===== src/include/tpss_consts.vh =====
// Constants for the teleprinter adapter status and sense logic.
// Assumes a 25 MHz core clock; included by bare name.
`ifndef TPSS_CONSTS_VH
`define TPSS_CONSTS_VH
// Status byte bit positions
`define TPSS_ST_MOD 6
`define TPSS_ST_CE 3
`define TPSS_ST_DE 2
`define TPSS_ST_UC 1
`define TPSS_ST_UE 0
// Sense byte bit positions
`define TPSS_SN_CREJ 7
`define TPSS_SN_INTV 6
`define TPSS_SN_BOUT 5
`define TPSS_SN_ECHO 4
`define TPSS_SN_DATA 3
`define TPSS_SN_OVRN 2
`define TPSS_SN_TOUT 1
`define TPSS_SN_LRC 0
// Reset values
`define TPSS_STATUS_RST 8'h00
`define TPSS_SENSE_RST 8'h00
// Timing
`define TPSS_CLK_HZ 25000000
`define TPSS_SHORT_TO_S 3
`define TPSS_LONG_TO_S 18
`define TPSS_SHORT_TO_CYC (`TPSS_SHORT_TO_S * `TPSS_CLK_HZ)
`define TPSS_LONG_TO_CYC (`TPSS_LONG_TO_S * `TPSS_CLK_HZ)
// Timeout selector codes
`define TPSS_TO_OFF 2'h0
`define TPSS_TO_SHORT 2'h1
`define TPSS_TO_LONG 2'h2
`endif


===== src/rtl/tpss_status_sense.v =====
// Status and sense byte logic of a serial teleprinter line adapter.
// Assumes the line datapath and the shared_adapter_common unit deliver
// one-cycle event pulses synchronous to core_clk.
//
// Functional notes
// - Poll end with modifier means read/write next.
// - Bad poll response sets modifier plus unit check.
// - Read cancel sets modifier plus unit exception.
// - Channel end and device end always together.
// - Unit check at selection and ending errors.
// - Zero count (write/read) or halt sets unit exception; halt in test does not.
// - Valid poll/write/read/test clears sense byte.
// - Undefined good-parity command sets command reject.
// - Undefined device response sets intervention required.
// - Common unit bus-out error sets sense bit 2.
// - Selection bus-out error keeps only that bit.
// - Bus-out error in poll/first write terminates.
// - Write-text bus-out error continues, inverts LRC.
// - Echo faults set sense bit 3, terminate.
// - Data parity error sets data check.
// - Poll data parity error ends poll immediately.
// - Read overrun sets sense bit 5, terminates.
// - Three second wait timeout sets timeout bit.
// - Eighteen second read waits report timeout.
// - LRC negative reply or miscompare sets bit 7.
// - Lower adapter address gets higher priority.
// - Status accepted by channel clears status.
// - Status presented at selection, end, stacked.
`timescale 1ns/100ps
`include "tpss_consts.vh"
module tpss_status_sense #(
    parameter [31:0] SHORT_CYC = `TPSS_SHORT_TO_CYC,
    parameter [31:0] LONG_CYC = `TPSS_LONG_TO_CYC,
    parameter [3:0] MY_ADDR = 4'h0
) (
    input wire core_clk,
    input wire resetn,
    // Command decode from initial selection
    input wire cmd_valid,
    input wire cmd_parity_ok,
    input wire cmd_defined,
    input wire cmd_is_start,
    input wire cmd_is_noop,
    input wire cmd_is_sense,
    // Operation state from the sequencer
    input wire op_poll,
    input wire op_write,
    input wire op_read,
    input wire op_test,
    input wire write_text,
    input wire poll_is_input,
    // Line and channel events
    input wire bus_out_err,
    input wire data_par_err,
    input wire poll_resp_bad,
    input wire resp_undefined,
    input wire echo_err,
    input wire overrun_err,
    input wire lrc_neg_reply,
    input wire lrc_cmp_fail,
    input wire cancel_done,
    input wire count_zero,
    input wire halt_io,
    input wire normal_end,
    input wire sense_accepted,
    input wire status_accepted,
    input wire stack_allowed,
    // Timeout control
    input wire [1:0] wait_mode,
    input wire wait_restart,
    // Service priority
    input wire [15:0] req_group,
    // Outputs
    output reg [8:0] status_byte_ff,
    output reg [8:0] sense_byte_ff,
    output wire status_present,
    output reg op_end_ff,
    output reg next_is_write_ff,
    output reg invert_lrc_ff,
    output reg force_bit0_zero_ff,
    output wire grant_mine
);
    // Reset release is synchronised so that every flop leaves reset on
    // the same edge; the raw pin only enters the two synchroniser stages
    reg rst_sync1_ff; // Reset synchroniser first stage
    reg rst_sync2_ff; // Synchronised reset
    wire rst_n = rst_sync2_ff;
    reg [7:0] status_ff; // Status bits
    reg [7:0] sense_ff; // Sense bits
    reg pending_ff; // Status waiting to be accepted
    reg deferred_uc_ff; // Unit check owed at next end
    // Next-state values; one combinational process makes all of them,
    // so each register has a single driver
    reg [7:0] nxt_status_ff;
    reg [7:0] nxt_sense_ff;
    reg nxt_pending_ff;
    reg nxt_deferred_uc_ff;
    reg nxt_op_end_ff;
    reg nxt_next_is_write_ff;
    reg nxt_invert_lrc_ff;
    reg nxt_force_bit0_zero_ff;
    // Decoded conditions shared by the next-state process
    // Line wait ran out: one-cycle pulse from the timer
    wire timeout;
    wire in_op = op_poll | op_write | op_read | op_test;
    wire error_end; // Errors that end the operation with unit check
    wire sel_reject;
    wire sel_busout;

    // Reset release through two flip-flops
    // Assert at once, release on the second edge after the pin rises
    always @(posedge core_clk or negedge resetn) begin
        if (!resetn) begin
            rst_sync1_ff <= 1'b0;
            rst_sync2_ff <= 1'b0;
        end else begin
            rst_sync1_ff <= 1'b1;
            rst_sync2_ff <= rst_sync1_ff;
        end
    end

    // Line timeout counter, short or long wait; the sequencer picks the
    // wait and restarts it on every awaited character, so only a silent
    // line lets it run out
    tpss_line_timer #(
        .SHORT_CYC(SHORT_CYC),
        .LONG_CYC(LONG_CYC)
    ) tpss_line_timer_inst (
        .core_clk(core_clk),
        .rst_n(rst_n),
        .mode(wait_mode),
        .restart(wait_restart),
        .expired_ff(timeout)
    );

    // Selection-time checks; a bus-out error outranks command reject,
    // because a command with bad bus parity cannot be trusted to decode
    assign sel_busout = cmd_valid & bus_out_err;
    assign sel_reject = cmd_valid & ~bus_out_err & cmd_parity_ok & ~cmd_defined;

    // Terminating errors during an operation
    // Write text tolerates bus-out and data errors, which only owe unit
    // check at the ending; everything here stops the operation at once
    assign error_end = in_op & (resp_undefined
        | echo_err
        | (op_read & overrun_err)
        | timeout
        | (bus_out_err & (op_poll | (op_write & ~write_text)))
        | (op_poll & (data_par_err | poll_resp_bad))
        | (op_write & lrc_neg_reply) | (op_read & lrc_cmp_fail));

    // Status and sense next state
    // Order matters: acceptance clears first, selection decodes next,
    // then error bits and terminations, so that a set in the same
    // cycle as a clear wins and no event is lost
    always @* begin
        nxt_status_ff = status_ff;
        nxt_sense_ff = sense_ff;
        nxt_pending_ff = pending_ff;
        nxt_deferred_uc_ff = deferred_uc_ff;
        nxt_op_end_ff = 1'b0;
        nxt_next_is_write_ff = next_is_write_ff;
        nxt_invert_lrc_ff = invert_lrc_ff;
        nxt_force_bit0_zero_ff = 1'b0;
        // Status accepted clears it; a new set below wins
        if (status_accepted) begin
            nxt_status_ff = 8'h00;
            nxt_pending_ff = 1'b0;
        end
        if (sel_busout) begin
            // Command ignored; sense keeps only bus-out
            nxt_sense_ff = 8'h00;
            nxt_sense_ff[`TPSS_SN_BOUT] = 1'b1;
            nxt_status_ff[`TPSS_ST_UC] = 1'b1;
            nxt_pending_ff = 1'b1;
        end else if (sel_reject) begin
            // Undefined command: sense is left holding only command reject,
            // and the command itself is never started
            nxt_sense_ff = 8'h00;
            nxt_sense_ff[`TPSS_SN_CREJ] = 1'b1;
            nxt_status_ff[`TPSS_ST_UC] = 1'b1;
            nxt_pending_ff = 1'b1;
        end else if (cmd_valid && cmd_is_start) begin
            // New operation: fresh sense byte, no owed unit check and an
            // LRC that is no longer inverted
            nxt_sense_ff = 8'h00;
            nxt_deferred_uc_ff = 1'b0;
            nxt_invert_lrc_ff = 1'b0;
        end else if (cmd_valid && cmd_is_noop) begin
            // Null control command does nothing but end at selection,
            // so its status comes straight back
            nxt_status_ff[`TPSS_ST_CE] = 1'b1;
            nxt_status_ff[`TPSS_ST_DE] = 1'b1;
            nxt_pending_ff = 1'b1;
        end
        // Sense byte taken by the channel ends the sense command
        if (cmd_is_sense && sense_accepted) begin
            nxt_status_ff[`TPSS_ST_CE] = 1'b1;
            nxt_status_ff[`TPSS_ST_DE] = 1'b1;
            nxt_pending_ff = 1'b1;
        end
        // Common unit bus-out error is always recorded
        if (bus_out_err && !cmd_valid) begin
            nxt_sense_ff[`TPSS_SN_BOUT] = 1'b1;
        end

        // Sense bits for operation errors; several may land together,
        // while the status byte shows a single ending for all of them
        if (in_op) begin
            if (resp_undefined) begin
                nxt_sense_ff[`TPSS_SN_INTV] = 1'b1;
            end
            if (echo_err) begin
                nxt_sense_ff[`TPSS_SN_ECHO] = 1'b1;
            end
            if (data_par_err || (op_poll && poll_resp_bad)) begin
                nxt_sense_ff[`TPSS_SN_DATA] = 1'b1;
            end
            if (op_read && overrun_err) begin
                nxt_sense_ff[`TPSS_SN_OVRN] = 1'b1;
            end
            if (timeout) begin
                nxt_sense_ff[`TPSS_SN_TOUT] = 1'b1;
            end
            if ((op_write && lrc_neg_reply) || (op_read && lrc_cmp_fail)) begin
                nxt_sense_ff[`TPSS_SN_LRC] = 1'b1;
            end
        end

        // Non-fatal text errors owe unit check at the end; a parity error
        // on a first write byte is not fatal either, so it owes one too
        if ((op_write && write_text && bus_out_err) || ((op_write || op_read) && data_par_err)) begin
            nxt_deferred_uc_ff = 1'b1;
        end
        // Write text errors invert the LRC before it is sent
        if (op_write && write_text && (bus_out_err || data_par_err)) begin
            nxt_invert_lrc_ff = 1'b1;
        end
        // Read parity error forces byte bit 0 low
        if (op_read && data_par_err) begin
            nxt_force_bit0_zero_ff = 1'b1;
        end

        // Terminations, priority: error, halt/count, cancel, normal
        // Only one ending is taken per cycle; an error ending also covers
        // a halt or a zero count in the same cycle, as unit check says more
        if (error_end) begin
            nxt_status_ff[`TPSS_ST_CE] = 1'b1;
            nxt_status_ff[`TPSS_ST_DE] = 1'b1;
            nxt_status_ff[`TPSS_ST_UC] = 1'b1;
            if (op_poll && poll_resp_bad) begin
                nxt_status_ff[`TPSS_ST_MOD] = 1'b1;
            end
            nxt_pending_ff = 1'b1;
            nxt_op_end_ff = 1'b1;
        end else if (in_op && (halt_io || (count_zero && (op_write || op_read)))) begin
            nxt_status_ff[`TPSS_ST_CE] = 1'b1;
            nxt_status_ff[`TPSS_ST_DE] = 1'b1;
            if (!op_test) begin
                nxt_status_ff[`TPSS_ST_UE] = 1'b1;
            end
            // Owed check includes a text error of this very cycle
            nxt_status_ff[`TPSS_ST_UC] = nxt_deferred_uc_ff | nxt_status_ff[`TPSS_ST_UC];
            nxt_pending_ff = 1'b1;
            nxt_op_end_ff = 1'b1;
        end else if (op_read && cancel_done) begin
            // Cancel passed to the channel: the host should poll again,
            // so this ending carries the modifier with unit exception
            nxt_status_ff[`TPSS_ST_CE] = 1'b1;
            nxt_status_ff[`TPSS_ST_DE] = 1'b1;
            nxt_status_ff[`TPSS_ST_MOD] = 1'b1;
            nxt_status_ff[`TPSS_ST_UE] = 1'b1;
            nxt_pending_ff = 1'b1;
            nxt_op_end_ff = 1'b1;
        end else if (in_op && normal_end) begin
            // Clean ending; text errors of the operation still owe their
            // unit check, which is folded in here
            nxt_status_ff[`TPSS_ST_CE] = 1'b1;
            nxt_status_ff[`TPSS_ST_DE] = 1'b1;
            // Owed check includes a text error of this very cycle
            nxt_status_ff[`TPSS_ST_UC] = nxt_deferred_uc_ff | nxt_status_ff[`TPSS_ST_UC];
            if (op_poll) begin
                // Service request: modifier says issue read or write
                nxt_status_ff[`TPSS_ST_MOD] = 1'b1;
                nxt_next_is_write_ff = ~poll_is_input;
            end
            nxt_pending_ff = 1'b1;
            nxt_op_end_ff = 1'b1;
        end

        // The owed check is spent by this ending
        if (nxt_op_end_ff) begin
            nxt_deferred_uc_ff = 1'b0;
        end
    end

    // State registers; bytes carry odd parity in bit 8
    // The parity is formed from the next-state value, so each byte and
    // its parity bit always change on the same edge
    always @(posedge core_clk or negedge rst_n) begin
        if (!rst_n) begin
            status_ff <= `TPSS_STATUS_RST;
            sense_ff <= `TPSS_SENSE_RST;
            pending_ff <= 1'b0;
            deferred_uc_ff <= 1'b0;
            op_end_ff <= 1'b0;
            next_is_write_ff <= 1'b0;
            invert_lrc_ff <= 1'b0;
            force_bit0_zero_ff <= 1'b0;
            status_byte_ff <= 9'h100;
            sense_byte_ff <= 9'h100;
        end else begin
            status_ff <= nxt_status_ff;
            sense_ff <= nxt_sense_ff;
            pending_ff <= nxt_pending_ff;
            deferred_uc_ff <= nxt_deferred_uc_ff;
            op_end_ff <= nxt_op_end_ff;
            next_is_write_ff <= nxt_next_is_write_ff;
            invert_lrc_ff <= nxt_invert_lrc_ff;
            force_bit0_zero_ff <= nxt_force_bit0_zero_ff;
            status_byte_ff <= {~(^nxt_status_ff), nxt_status_ff};
            sense_byte_ff <= {~(^nxt_sense_ff), nxt_sense_ff};
        end
    end

    // Status offered at selection, end, or when stacking is allowed
    // Combinational so the channel sees it in the same cycle as the
    // ending pulse; pending_ff alone decides whether there is status
    assign status_present = pending_ff & (stack_allowed | cmd_valid | op_end_ff);

    // Fixed priority: lowest requesting address in the group wins
    // Each bit of the chain says that some lower address is asking; the
    // chain is built bit by bit so the group width stays in one place
    wire [15:0] lower_req; // Some lower address is requesting
    genvar gi;
    assign lower_req[0] = 1'b0;
    generate
        for (gi = 1; gi < 16; gi = gi + 1) begin : g_prio_chain
            assign lower_req[gi] = lower_req[gi-1] | req_group[gi-1];
        end
    endgenerate
    assign grant_mine = req_group[MY_ADDR] & ~lower_req[MY_ADDR];
endmodule


===== src/rtl/tpss_line_timer.v =====
// Line timeout counter for the teleprinter adapter status logic.
// Assumes the caller restarts it on every awaited line event.
`timescale 1ns/100ps
`include "tpss_consts.vh"
module tpss_line_timer #(
    parameter [31:0] SHORT_CYC = `TPSS_SHORT_TO_CYC,
    parameter [31:0] LONG_CYC = `TPSS_LONG_TO_CYC
) (
    input wire core_clk,
    input wire rst_n,
    input wire [1:0] mode,
    input wire restart,
    output reg expired_ff
);
    reg [31:0] count_ff; // Cycles elapsed in the current wait
    reg [31:0] limit; // Limit for the selected wait
    reg [31:0] nxt_count_ff;
    reg nxt_expired_ff;

    // Limit select
    always @* begin
        case (mode)
            `TPSS_TO_SHORT: limit = SHORT_CYC;
            `TPSS_TO_LONG: limit = LONG_CYC;
            default: limit = 32'h0;
        endcase
    end

    // Count while armed; one-cycle expiry pulse at the limit
    always @* begin
        nxt_count_ff = count_ff;
        nxt_expired_ff = 1'b0;
        if (restart || mode == `TPSS_TO_OFF) begin
            nxt_count_ff = 32'h0;
        end else if (count_ff == limit - 32'h1) begin
            nxt_expired_ff = 1'b1;
            nxt_count_ff = 32'h0;
        end else begin
            nxt_count_ff = count_ff + 32'h1;
        end
    end

    // Registers
    always @(posedge core_clk or negedge rst_n) begin
        if (!rst_n) begin
            count_ff <= 32'h0;
            expired_ff <= 1'b0;
        end else begin
            count_ff <= nxt_count_ff;
            expired_ff <= nxt_expired_ff;
        end
    end
endmodule


===== config.mk =====
export PLATFORM = sky130hd
export DESIGN_NAME = tpss_status_sense
export DESIGN_NICKNAME = d
export VERILOG_FILES = /design/src/rtl/tpss_status_sense.v /design/src/rtl/tpss_line_timer.v
export VERILOG_INCLUDE_DIRS = /design/src /design/src/include
export SDC_FILE = /design/constraint.sdc
export NUM_CORES = 1
export LEC_CHECK = 0
export BUFFER_PORTS_ARGS = -buffer_cell sky130_fd_sc_hd__buf_2
export CAP_MARGIN = 10
export CORE_ASPECT_RATIO = 0.75
export CORE_UTILIZATION = 52
export CTS_CLUSTER_SIZE = 14
export DETAILED_ROUTE_END_ITERATION = 16
export PLACE_DENSITY_LB_ADDON = 0.12
export SYNTH_ARGS = -nofsm -noshare
export SYNTH_HDL_FRONTEND = slang
export SYNTH_HIERARCHICAL = 1
export SYNTH_SLANG_ARGS = --single-unit

===== constraint.sdc =====
create_clock -name core_clk -period 2.1 [get_ports core_clk]
set_input_delay 0.21 -clock core_clk [delete_from_list [all_inputs] [get_ports core_clk]]
set_output_delay 0.21 -clock core_clk [all_outputs]
set_load 0.01 [all_outputs]

# Word level (Yosys, flattened, before mapping)
# Cells that the tools add are included.
dict set report word_totals {
  regBits 75
  in_bits 48
  out_inout_bits 24
  elab_cells 151
}
dict set report classes {
  n_addsub 2
  n_eq_ne 5
  n_mux 63
  bitwise_logic 36
  n_reduce_logical 31
}
# operator count
set ops {}
lappend ops {{two-way mux 32 bit} 2}
lappend ops {{one-hot mux 29 bit (2 select lines)} 1}
lappend ops {{two-way mux 1 bit} 46}
lappend ops {{adder 32 x 1 -> 32 bit, second input constant} 1}
lappend ops {{== test 32 bit} 1}
lappend ops {{two-way mux 8 bit} 4}
lappend ops {{subtractor 29 x 1 -> 30 bit, second input constant} 1}
lappend ops {{logical AND 1 bit} 17}
lappend ops {{parity 8 bit} 2}
lappend ops {{OR 1 bit} 15}
lappend ops {{AND 1 bit} 12}
lappend ops {{two-way mux 2 bit} 6}
lappend ops {{inverter 1 bit} 9}
lappend ops {{logical OR 1 bit} 7}
lappend ops {{two-way mux 3 bit} 2}
lappend ops {{two-way mux 5 bit} 1}
lappend ops {{AND reduction 5 bit} 1}
lappend ops {{two-way mux 4 bit} 1}
lappend ops {{inequality test 2 x 1 -> 1 bit, second input constant} 2}
lappend ops {{AND reduction 3 bit} 1}
lappend ops {{== test 2 x 1 -> 1 bit, second input constant} 1}
lappend ops {{== test 2 bit, second input constant} 1}
lappend ops {{zero test 2 bit} 1}
lappend ops {{nonzero test 2 bit} 1}
lappend ops {{zero test 1 bit} 1}

# Longest topological paths before layout
# Gate-level depths: netlist of the first run.
dict set report depth {
  depth_word 14
  ltp_mapped 8
  depth_no_buf 7
}

# By module
# Netlist of the first run, hierarchy kept.
# mod n_inst cells_per_inst area_per_inst_um2 seq_area_each_um2
set modules_own_cells {}
lappend modules_own_cells {tpss_line_timer 1 194 1803.0 825.8}
lappend modules_own_cells {tpss_status_sense 1 133 1387.6 653.1}

# Worst setup path before layout of the first run
# No wires, ideal clock.
dict set report synth_path {
  kind {register to register}
  from {register tpss_line_timer_inst.count_ff[6]}
  to {register tpss_line_timer_inst.count_ff[1]}
  setup_ps 120
  t_arrival_ps 1900
  required_ps 1980
  path_slack_ps 80
  stages_incl_launch_ff 6
  n_path_buf 0
  period_less_slack_ps 2020
  cell_sequence {dfrtp_1 > or4b_1 > nor3_1 > o2111ai_1 > or4_1 > and3_1}
}
dict set report synth_between {
  elab_chain_len 3
}
# element line_no
set synth_lines {}
lappend synth_lines {{start: declaration} tpss_line_timer.v:15} ;# reg [31:0] count_ff;
lappend synth_lines {{start signal: assignment} tpss_line_timer.v:49} ;# count_ff <= nxt_count_ff;
lappend synth_lines {{== test 32 bit} tpss_line_timer.v:35} ;# end else if (count_ff == limit - 32'h1) begin
lappend synth_lines {{two-way mux 32 bit} tpss_line_timer.v:35}
lappend synth_lines {{two-way mux 32 bit} tpss_line_timer.v:33} ;# if (restart || mode == `TPSS_TO_OFF) begin
lappend synth_lines {{via tpss_line_timer_inst.nxt_count_ff[1]} tpss_line_timer.v:17} ;# reg [31:0] nxt_count_ff;
# The timed path passes the listed nets, and every way through them passes these cells.
# A chain may end at the register's enable or synchronous reset.

# Worst setup path in the final report of the first run
dict set report layout_path {
  from {register tpss_line_timer_inst.count_ff[11]}
  to {register tpss_line_timer_inst.count_ff[1]}
}
# The elaborated chain is that of the path after synthesis.

==> results of run 1 <==
==> worst min-delay path by stage <==
stage / start / end / slack (ns) / depth (start not counted)
after floorplan: resetn / rst_n$_DFF_PN0_ / -0.09 / 0
after global routing: wait_restart / tpss_line_timer_inst/expired_ff$_DFF_PN0_ / 0.05 / 2
after CTS: poll_is_input / next_is_write_ff$_DFFE_PN0P_ / 0.04 / 2
after detailed placement: resetn / rst_sync1_ff$_DFF_PN0_ / -0.002 / 1
final: poll_is_input / next_is_write_ff$_DFFE_PN0P_ / 0.05 / 2
after global placement: resetn / rst_sync1_ff$_DFF_PN0_ / -0.003 / 1
==> cells in the mapped netlist (3+ instances only) <==
cell	number	share of area (%)
a21o_1	3	0.71
a21oi_1	5	0.78
a22o_1	3	0.82
and2_1	3	0.59
and3_1	3	0.59
buf_2	6	0.94
clkbuf_1	5	0.59
dfrtp_1	57	45
ha_1	5	2.0
inv_1	9	1.1
nand2_1	29	3.4
nand3_1	20	3.1
nand4_1	11	2.2
nand4b_1	3	0.82
nor2_1	44	5.2
nor2b_1	8	1.6
nor3_1	9	1.4
o2111ai_1	3	0.82
o21ai_0	11	1.7
o21ai_1	3	0.47
o22ai_1	3	0.59
o31ai_1	4	0.94
xnor2_1	8	2.2
xor2_1	30	8.2
==> report_power, final <==
part           internal (mW)  switching, mW  total, mW
sequential              1.19         0.0212       1.21
clock                  0.798          0.477       1.27
combinational          0.169          0.187      0.357
==> sequential cells by signal, summed over array words and instances (netlist names) <==
| name | flops |
|---|---|
| tpss_line_timer_inst/count_ff | 32 |
| sense_byte_ff | 2 |
| rst_n | 1 |
| force_bit0_zero_ff | 1 |
| pending_ff | 1 |
| status_byte_ff | 2 |
| next_is_write_ff | 1 |
| status_ff | 7 |
| sense_ff | 7 |
| rst_sync1_ff | 1 |
| deferred_uc_ff | 1 |
| op_end_ff | 1 |
| invert_lrc_ff | 1 |
| tpss_line_timer_inst/expired_ff | 1 |
==> worst max-delay path: stages (launching register included) <==
cell,delay [ns]
dfrtp_1,0.40
or4b_1,0.52
o21ai_1,0.24
nand2_1,0.11
or4_4,0.55
and3_4,0.16
==> metal layers <==
metal | vias up | part of all wire (%) | GRT usage (%)
met3 | 8 | 6.2 | 6.69
met4 | 0 | 0.93 | 7.29
li1 | 1325 | - | -
met2 | 101 | 44 | 36.0
met5 | - | 0 | 0
met1 | 1293 | 49 | 38.3
==> per-stage QoR <==
step           setup WS, ns  utilization (%)  cells  area (µm²)  hold WS, ns
6_report             0.0136             70.0    495        4100       0.0524
3_3_place_gp        -0.0450             64.3    478        3770     -0.00332
2_1_floorplan        0.0801                -    327        3190      -0.0856
3_5_place_dp         -0.101             64.3    478        3770     -0.00233
4_1_cts              0.0101             68.8    495        4030       0.0383
5_1_grt             -0.0527             70.0    495        4100       0.0487
==> cell families after synthesis <==
family | count (synthesis) | share of synthesized area [%]
AO/OA/AOI/OAI | 52 | 12.0
XOR/XNOR | 41 | 12.6
adder cells (fa/ha/maj) | 5 | 1.96
buffers and inverters | 23 | 3.18
flip-flops | 59 | 46.4
other | 1 | 0.118
AND/OR/NAND/NOR | 146 | 23.8
==> area by class of cell <==
type,instances,area (µm²),share of cell area [%]
clock inverter,7,125,3.05
multi-input combinational,245,1690,41.2
sequential,59,1480,36.1
inverter,9,33.8,0.825
timing repair buffer,88,548,13.4
tap,78,97.6,2.38
clock buffer,9,124,3.02
==> what timing repair did <==
action,CTS,global route
pin swaps,0,2
gates cloned,0,0
endpoints found under the hold margin,2,0
hold buffers,1,0
setup endpoints to repair,19,34
resized for setup,1,14
==> metrics.yaml, run 1 <==
final_cell_mix: "56 x dfrtp_1, 54 x buf_2, 42 x nor2_1"
htreeDepth: 3
synthDistinctLibCells: 58
die_h_um: 69.8
syn-num-nets: 380
worst_ep_required_time_ns: 2.33
wire_per_inst_um: 15.6
area_growth_pct: 28.4
syn_avg_cell_area_um2: 9.76
clk_latency_ns: 0.34
drv_cap: 0
drt-initial-drc-count: 216
cts.clk_slew.worst_paths_ns: 0.07
hold_class: "in2reg"
antenna_left: 0
netlist_instances: 327
drt-total-wl_mm: 7.75
grt_first_pass_wirelength_mm: 12.4
root_buffer: "clkbuf_8"
finalHoldViolCount: 0
grt_pass1_vias: 2501
finalCritPeriodShare_pct: 99.4
setup_viol: 0
cp-startpoint: "tpss_line_timer_inst/count_ff[11]$_DFF_PN0_"
start_util_pct: 54.5
synth_ff_type: "dfrtp_1"
drt_pass1_iterations: 5
hpwlAfterDp_mm: 5.46
p_total_mw: 2.84
cts_buffer_depth: 2
cts_made_buffers: 9
clock_sinks: 59
outcome: "complete, no violations"
cp-end-kind: "flip-flop"
port_buffers: 54
fmax_ghz: 0.479
yosys_warnings: 6
die_width_um: 92.5
fin_setup_tns_ns: 0
syn_area_mm2: 0.00319
final_nets: 465
n_antenna_cell: 0
clock_skew_ns: 0.00615
grt_overflow: 0
num-fill-cells: 466
cts_tree: "done"
reg2reg_depth: 5
synth_edf_count: 0
drive_gt1_share_pct: 30.0
critPathCapture: "tpss_line_timer_inst/count_ff[1]$_DFF_PN0_"
r2r-start: "tpss_line_timer_inst/count_ff[11]$_DFF_PN0_"
grt.total_usage_pct: 25.5
ys_ff_latch: 59
antenna_found_initial: 0
cp.arrival_ns: 2.32
slew_violations: 0
routabilityCongestion: 0.855
path_class: "reg2reg"
pin_count: 72
worstPathMaxFanout: 2
vias: 2727
num_rows: 24
grt_max_degree: 58
synthArstFlopShare_pct: 100
p_leak_nw: 1.84
start_kind: "flip-flop"
rsz0062_at_grt: "yes"
reg2reg_to: "tpss_line_timer_inst/count_ff[1]$_DFF_PN0_"
cts_setup_buffers: 0
reg2reg_slack_ns: 0.01
die-area_mm2: 0.00646
drc_errors: 0
ir_drop_mv: 0.539
finalCriticalPeriod_ns: 2.09
final_common_cell: "dfrtp_1"
core_area_mm2: 0.00586
seq_area_frac_synth_pct: 46.4
viasPerCell: 5.51
power-per-cell-area_mw_per_mm2: 693
(Power assumes the default switching activity.)
==> inputs of run 2 (changes only) <==
--- a/config.mk
+++ b/config.mk
@@ -6,7 +6,7 @@
 export SDC_FILE = /design/constraint.sdc
 export NUM_CORES = 1
 export LEC_CHECK = 0
-export BUFFER_PORTS_ARGS = -buffer_cell sky130_fd_sc_hd__buf_2
+export BUFFER_PORTS_ARGS = -buffer_cell sky130_fd_sc_hd__clkbuf_2
 export CAP_MARGIN = 10
 export CORE_ASPECT_RATIO = 0.75
 export CORE_UTILIZATION = 52
==> metrics.yaml, run 2 (same netlist as run 1, synthesis figures left out) <==
outcome: "complete, but fails checks"
violations: "negative setup slack"
worstPathMaxFanout: 2  # unchanged
core_area_mm2: 0.00586  # unchanged
grt.total_usage_pct: 25.9  # +0.45 points
cp-end-kind: "flip-flop"
start_kind: "flip-flop"
cp.arrival_ns: 2.35  # +0.03 ns
grt_first_pass_wirelength_mm: 12.7  # +2.2%
num-fill-cells: 460  # -1.3%
cts_made_buffers: 9  # unchanged
finalWorstSetupSlack_ns: -0.0157  # -0.0293 ns
grt_overflow: 0  # unchanged
drt-initial-drc-count: 221  # +2.3%
fmax_ghz: 0.473  # -1.4%
final_common_cell: "dfrtp_1"
area_growth_pct: 29.8
start_util_pct: 54.5  # unchanged
p_switching_mw: 0.660  # -3.7%
worst_ep_required_time_ns: 2.33  # about the same
wire_per_inst_um: 15.8  # +0.66%
pwr-share-seq_pct: 42.8  # +0.2 points
ir_drop_mv: 0.672  # +25%
antenna_found_initial: 0  # unchanged
final_nets: 472  # +1.5%
multi_input_area_mm2: 0.00166  # -1.7%
root_buffer: "clkbuf_8"
power-per-cell-area_mw_per_mm2: 687  # -0.87%
routabilityCongestion: 0.865  # +1.1%
max_slew.worst_pin.slew_ns: 0.572
drv_cap: 0  # unchanged
die-area_mm2: 0.00646  # unchanged
slew_violations: 0  # unchanged
p_leak_nw: 1.90  # +3.4%
htreeDepth: 3  # unchanged
vias: 2769  # +1.5%
finalHoldViolCount: 0  # unchanged
cts_tree: "done"
p_comb_share_pct: 12.7  # about the same
clock_sinks: 59  # unchanged
hpwlAfterDp_mm: 5.70  # +4.3%
rsz0062_at_grt: "yes"
port_buffers: 54  # unchanged
n_antenna_cell: 0  # unchanged
pin_count: 72  # unchanged
regMostFlops: "tpss_line_timer_inst/count_ff"
grt_pass1_vias: 2635  # +5.4%
path_class: "reg2reg"
viasPerCell: 5.52  # +0.12%
die_h_um: 69.8  # unchanged
num_rows: 24  # unchanged
cts.clk_slew.worst_paths_ns: 0.07  # about the same
fin_setup_tns_ns: -0.0157  # -0.0157 ns
reg.largest.list: "tpss_line_timer_inst/count_ff (32), sense_ff (7), status_ff (7)"
die_width_um: 92.5  # unchanged
dp.cells: 481  # +0.63%
drc_errors: 0  # unchanged
drt-total-wl_mm: 7.91  # +2.1%
cts_buffer_depth: 2  # unchanged
clk_latency_ns: 0.34  # about the same
p_int_mw: 2.19  # +1.5%
grt_max_degree: 35  # -40%
largest_register_ffs: 32  # unchanged
clock_power_share_pct: 44.4  # -0.5 points
max-slew-margin-rel_pct: 61.9
finalCritPeriodShare_pct: 101  # +1.4 points
final_cell_mix: "56 x dfrtp_1, 54 x clkbuf_2, 44 x nor2_1"
instances_no_fill: 502  # +1.4%
finalCriticalPeriod_ns: 2.12  # +0.0293 ns
clock_skew_ns: 0.00966  # +0.00351 ns
setup_viol: 1  # +1
antenna_left: 0  # unchanged
seq_area_mm2: 0.00148  # unchanged
drt_pass1_iterations: 4  # -1
p_sw_share_pct: 23.2  # -0.94 points
hold_class: "in2reg"
drive_gt1_share_pct: 30.2  # +0.21 points
-- run 2: cell count changes in the layout (fill, tap and decap cells not counted), sizes merged --
cell,before,now
clkbuf,9,66
clkinv,3,2
inv,10,9
buf,87,39
-- run 2: stage by stage --
| step | setup WS (ns) | hold slack [ns] | power [mW] | utilization [%] | instance area [µm²] |
|---|---|---|---|---|---|
| after floorplan | 0.0801 | -0.0856 | 1.44 | - | 3190 |
| after global placement | -0.0288 | -0.00379 | 1.57 | 64.9 | 3800 |
| after detailed placement | -0.0782 | -0.00130 | 1.58 | 64.9 | 3800 |
| after CTS | -0.00505 | 0.0363 | 2.87 | 69.4 | 4070 |
| after global routing | -0.0317 | 0.0582 | 2.95 | 70.7 | 4140 |
| final | -0.0157 | 0.0578 | 2.85 | 70.7 | 4140 |
-- run 2: repair_timing --
action	4_1_cts	5_1_grt
gates resized for setup	3	7
cloned	0	1
setup endpoints to repair	5	34
hold endpoints to repair	2	0
hold buffers	1	0
setup buffers	0	3
pin swaps	1	1
-- run 2: metal layers --
metal  vias up  track usage [%]  routed length [µm]
met5         -                0                   0
met4         0             6.60                  87
met3        11             6.58                 402
met2        81             38.5                3600
met1      1333             37.7                3820
li1       1344                -                   -
-- run 2: cell type report --
| cell class | count | area share [%] |
|---|---|---|
| Multi-Input combinational cell | 245 | 40.0 |
| Sequential cell | 59 | 35.7 |
| Clock buffer | 11 | 3.41 |
| Clock inverter | 5 | 2.42 |
| Inverter | 9 | 0.815 |
| Timing Repair Buffer | 95 | 15.2 |
| Tap cell | 78 | 2.36 |
-- run 2: final timing paths --
kind | depth (start not counted) | from | slack [ns] | endpoint
worst max register to register | 5 | tpss_line_timer_inst/count_ff[6]$_DFF_PN0_ | -0.02 | tpss_line_timer_inst/count_ff[1]$_DFF_PN0_
worst max-delay path | 5 | tpss_line_timer_inst/count_ff[6]$_DFF_PN0_ | -0.02 | tpss_line_timer_inst/count_ff[1]$_DFF_PN0_
min in group asynchronous | 2 | resetn | 0.18 | rst_n$_DFF_PN0_
max in group asynchronous | 1 | rst_n$_DFF_PN0_ | 1.19 | sense_byte_ff[8]$_DFF_PN1_
worst min register to register | 0 | rst_n$_DFF_PN0_ | 0.27 | tpss_line_timer_inst/count_ff[12]$_DFF_PN0_
worst min-delay path | 2 | poll_is_input | 0.06 | next_is_write_ff$_DFFE_PN0P_
-- run 2: power groups by stage --
stage,clock [mW],combinational (mW),sequential [mW]
after CTS,1.30,0.347,1.22
after global routing,1.33,0.393,1.23
final,1.26,0.363,1.22
after floorplan,0,0.173,1.26
after detailed placement,0,0.344,1.24
after global placement,0,0.335,1.24
-- run 2: worst max-delay path, cell delays in order (launching register included) --
cell       delay, ns
dfrtp_1         0.39
or4b_4          0.53
nor3_2          0.13
o2111ai_2       0.16
or4_4           0.59
and3_1          0.20
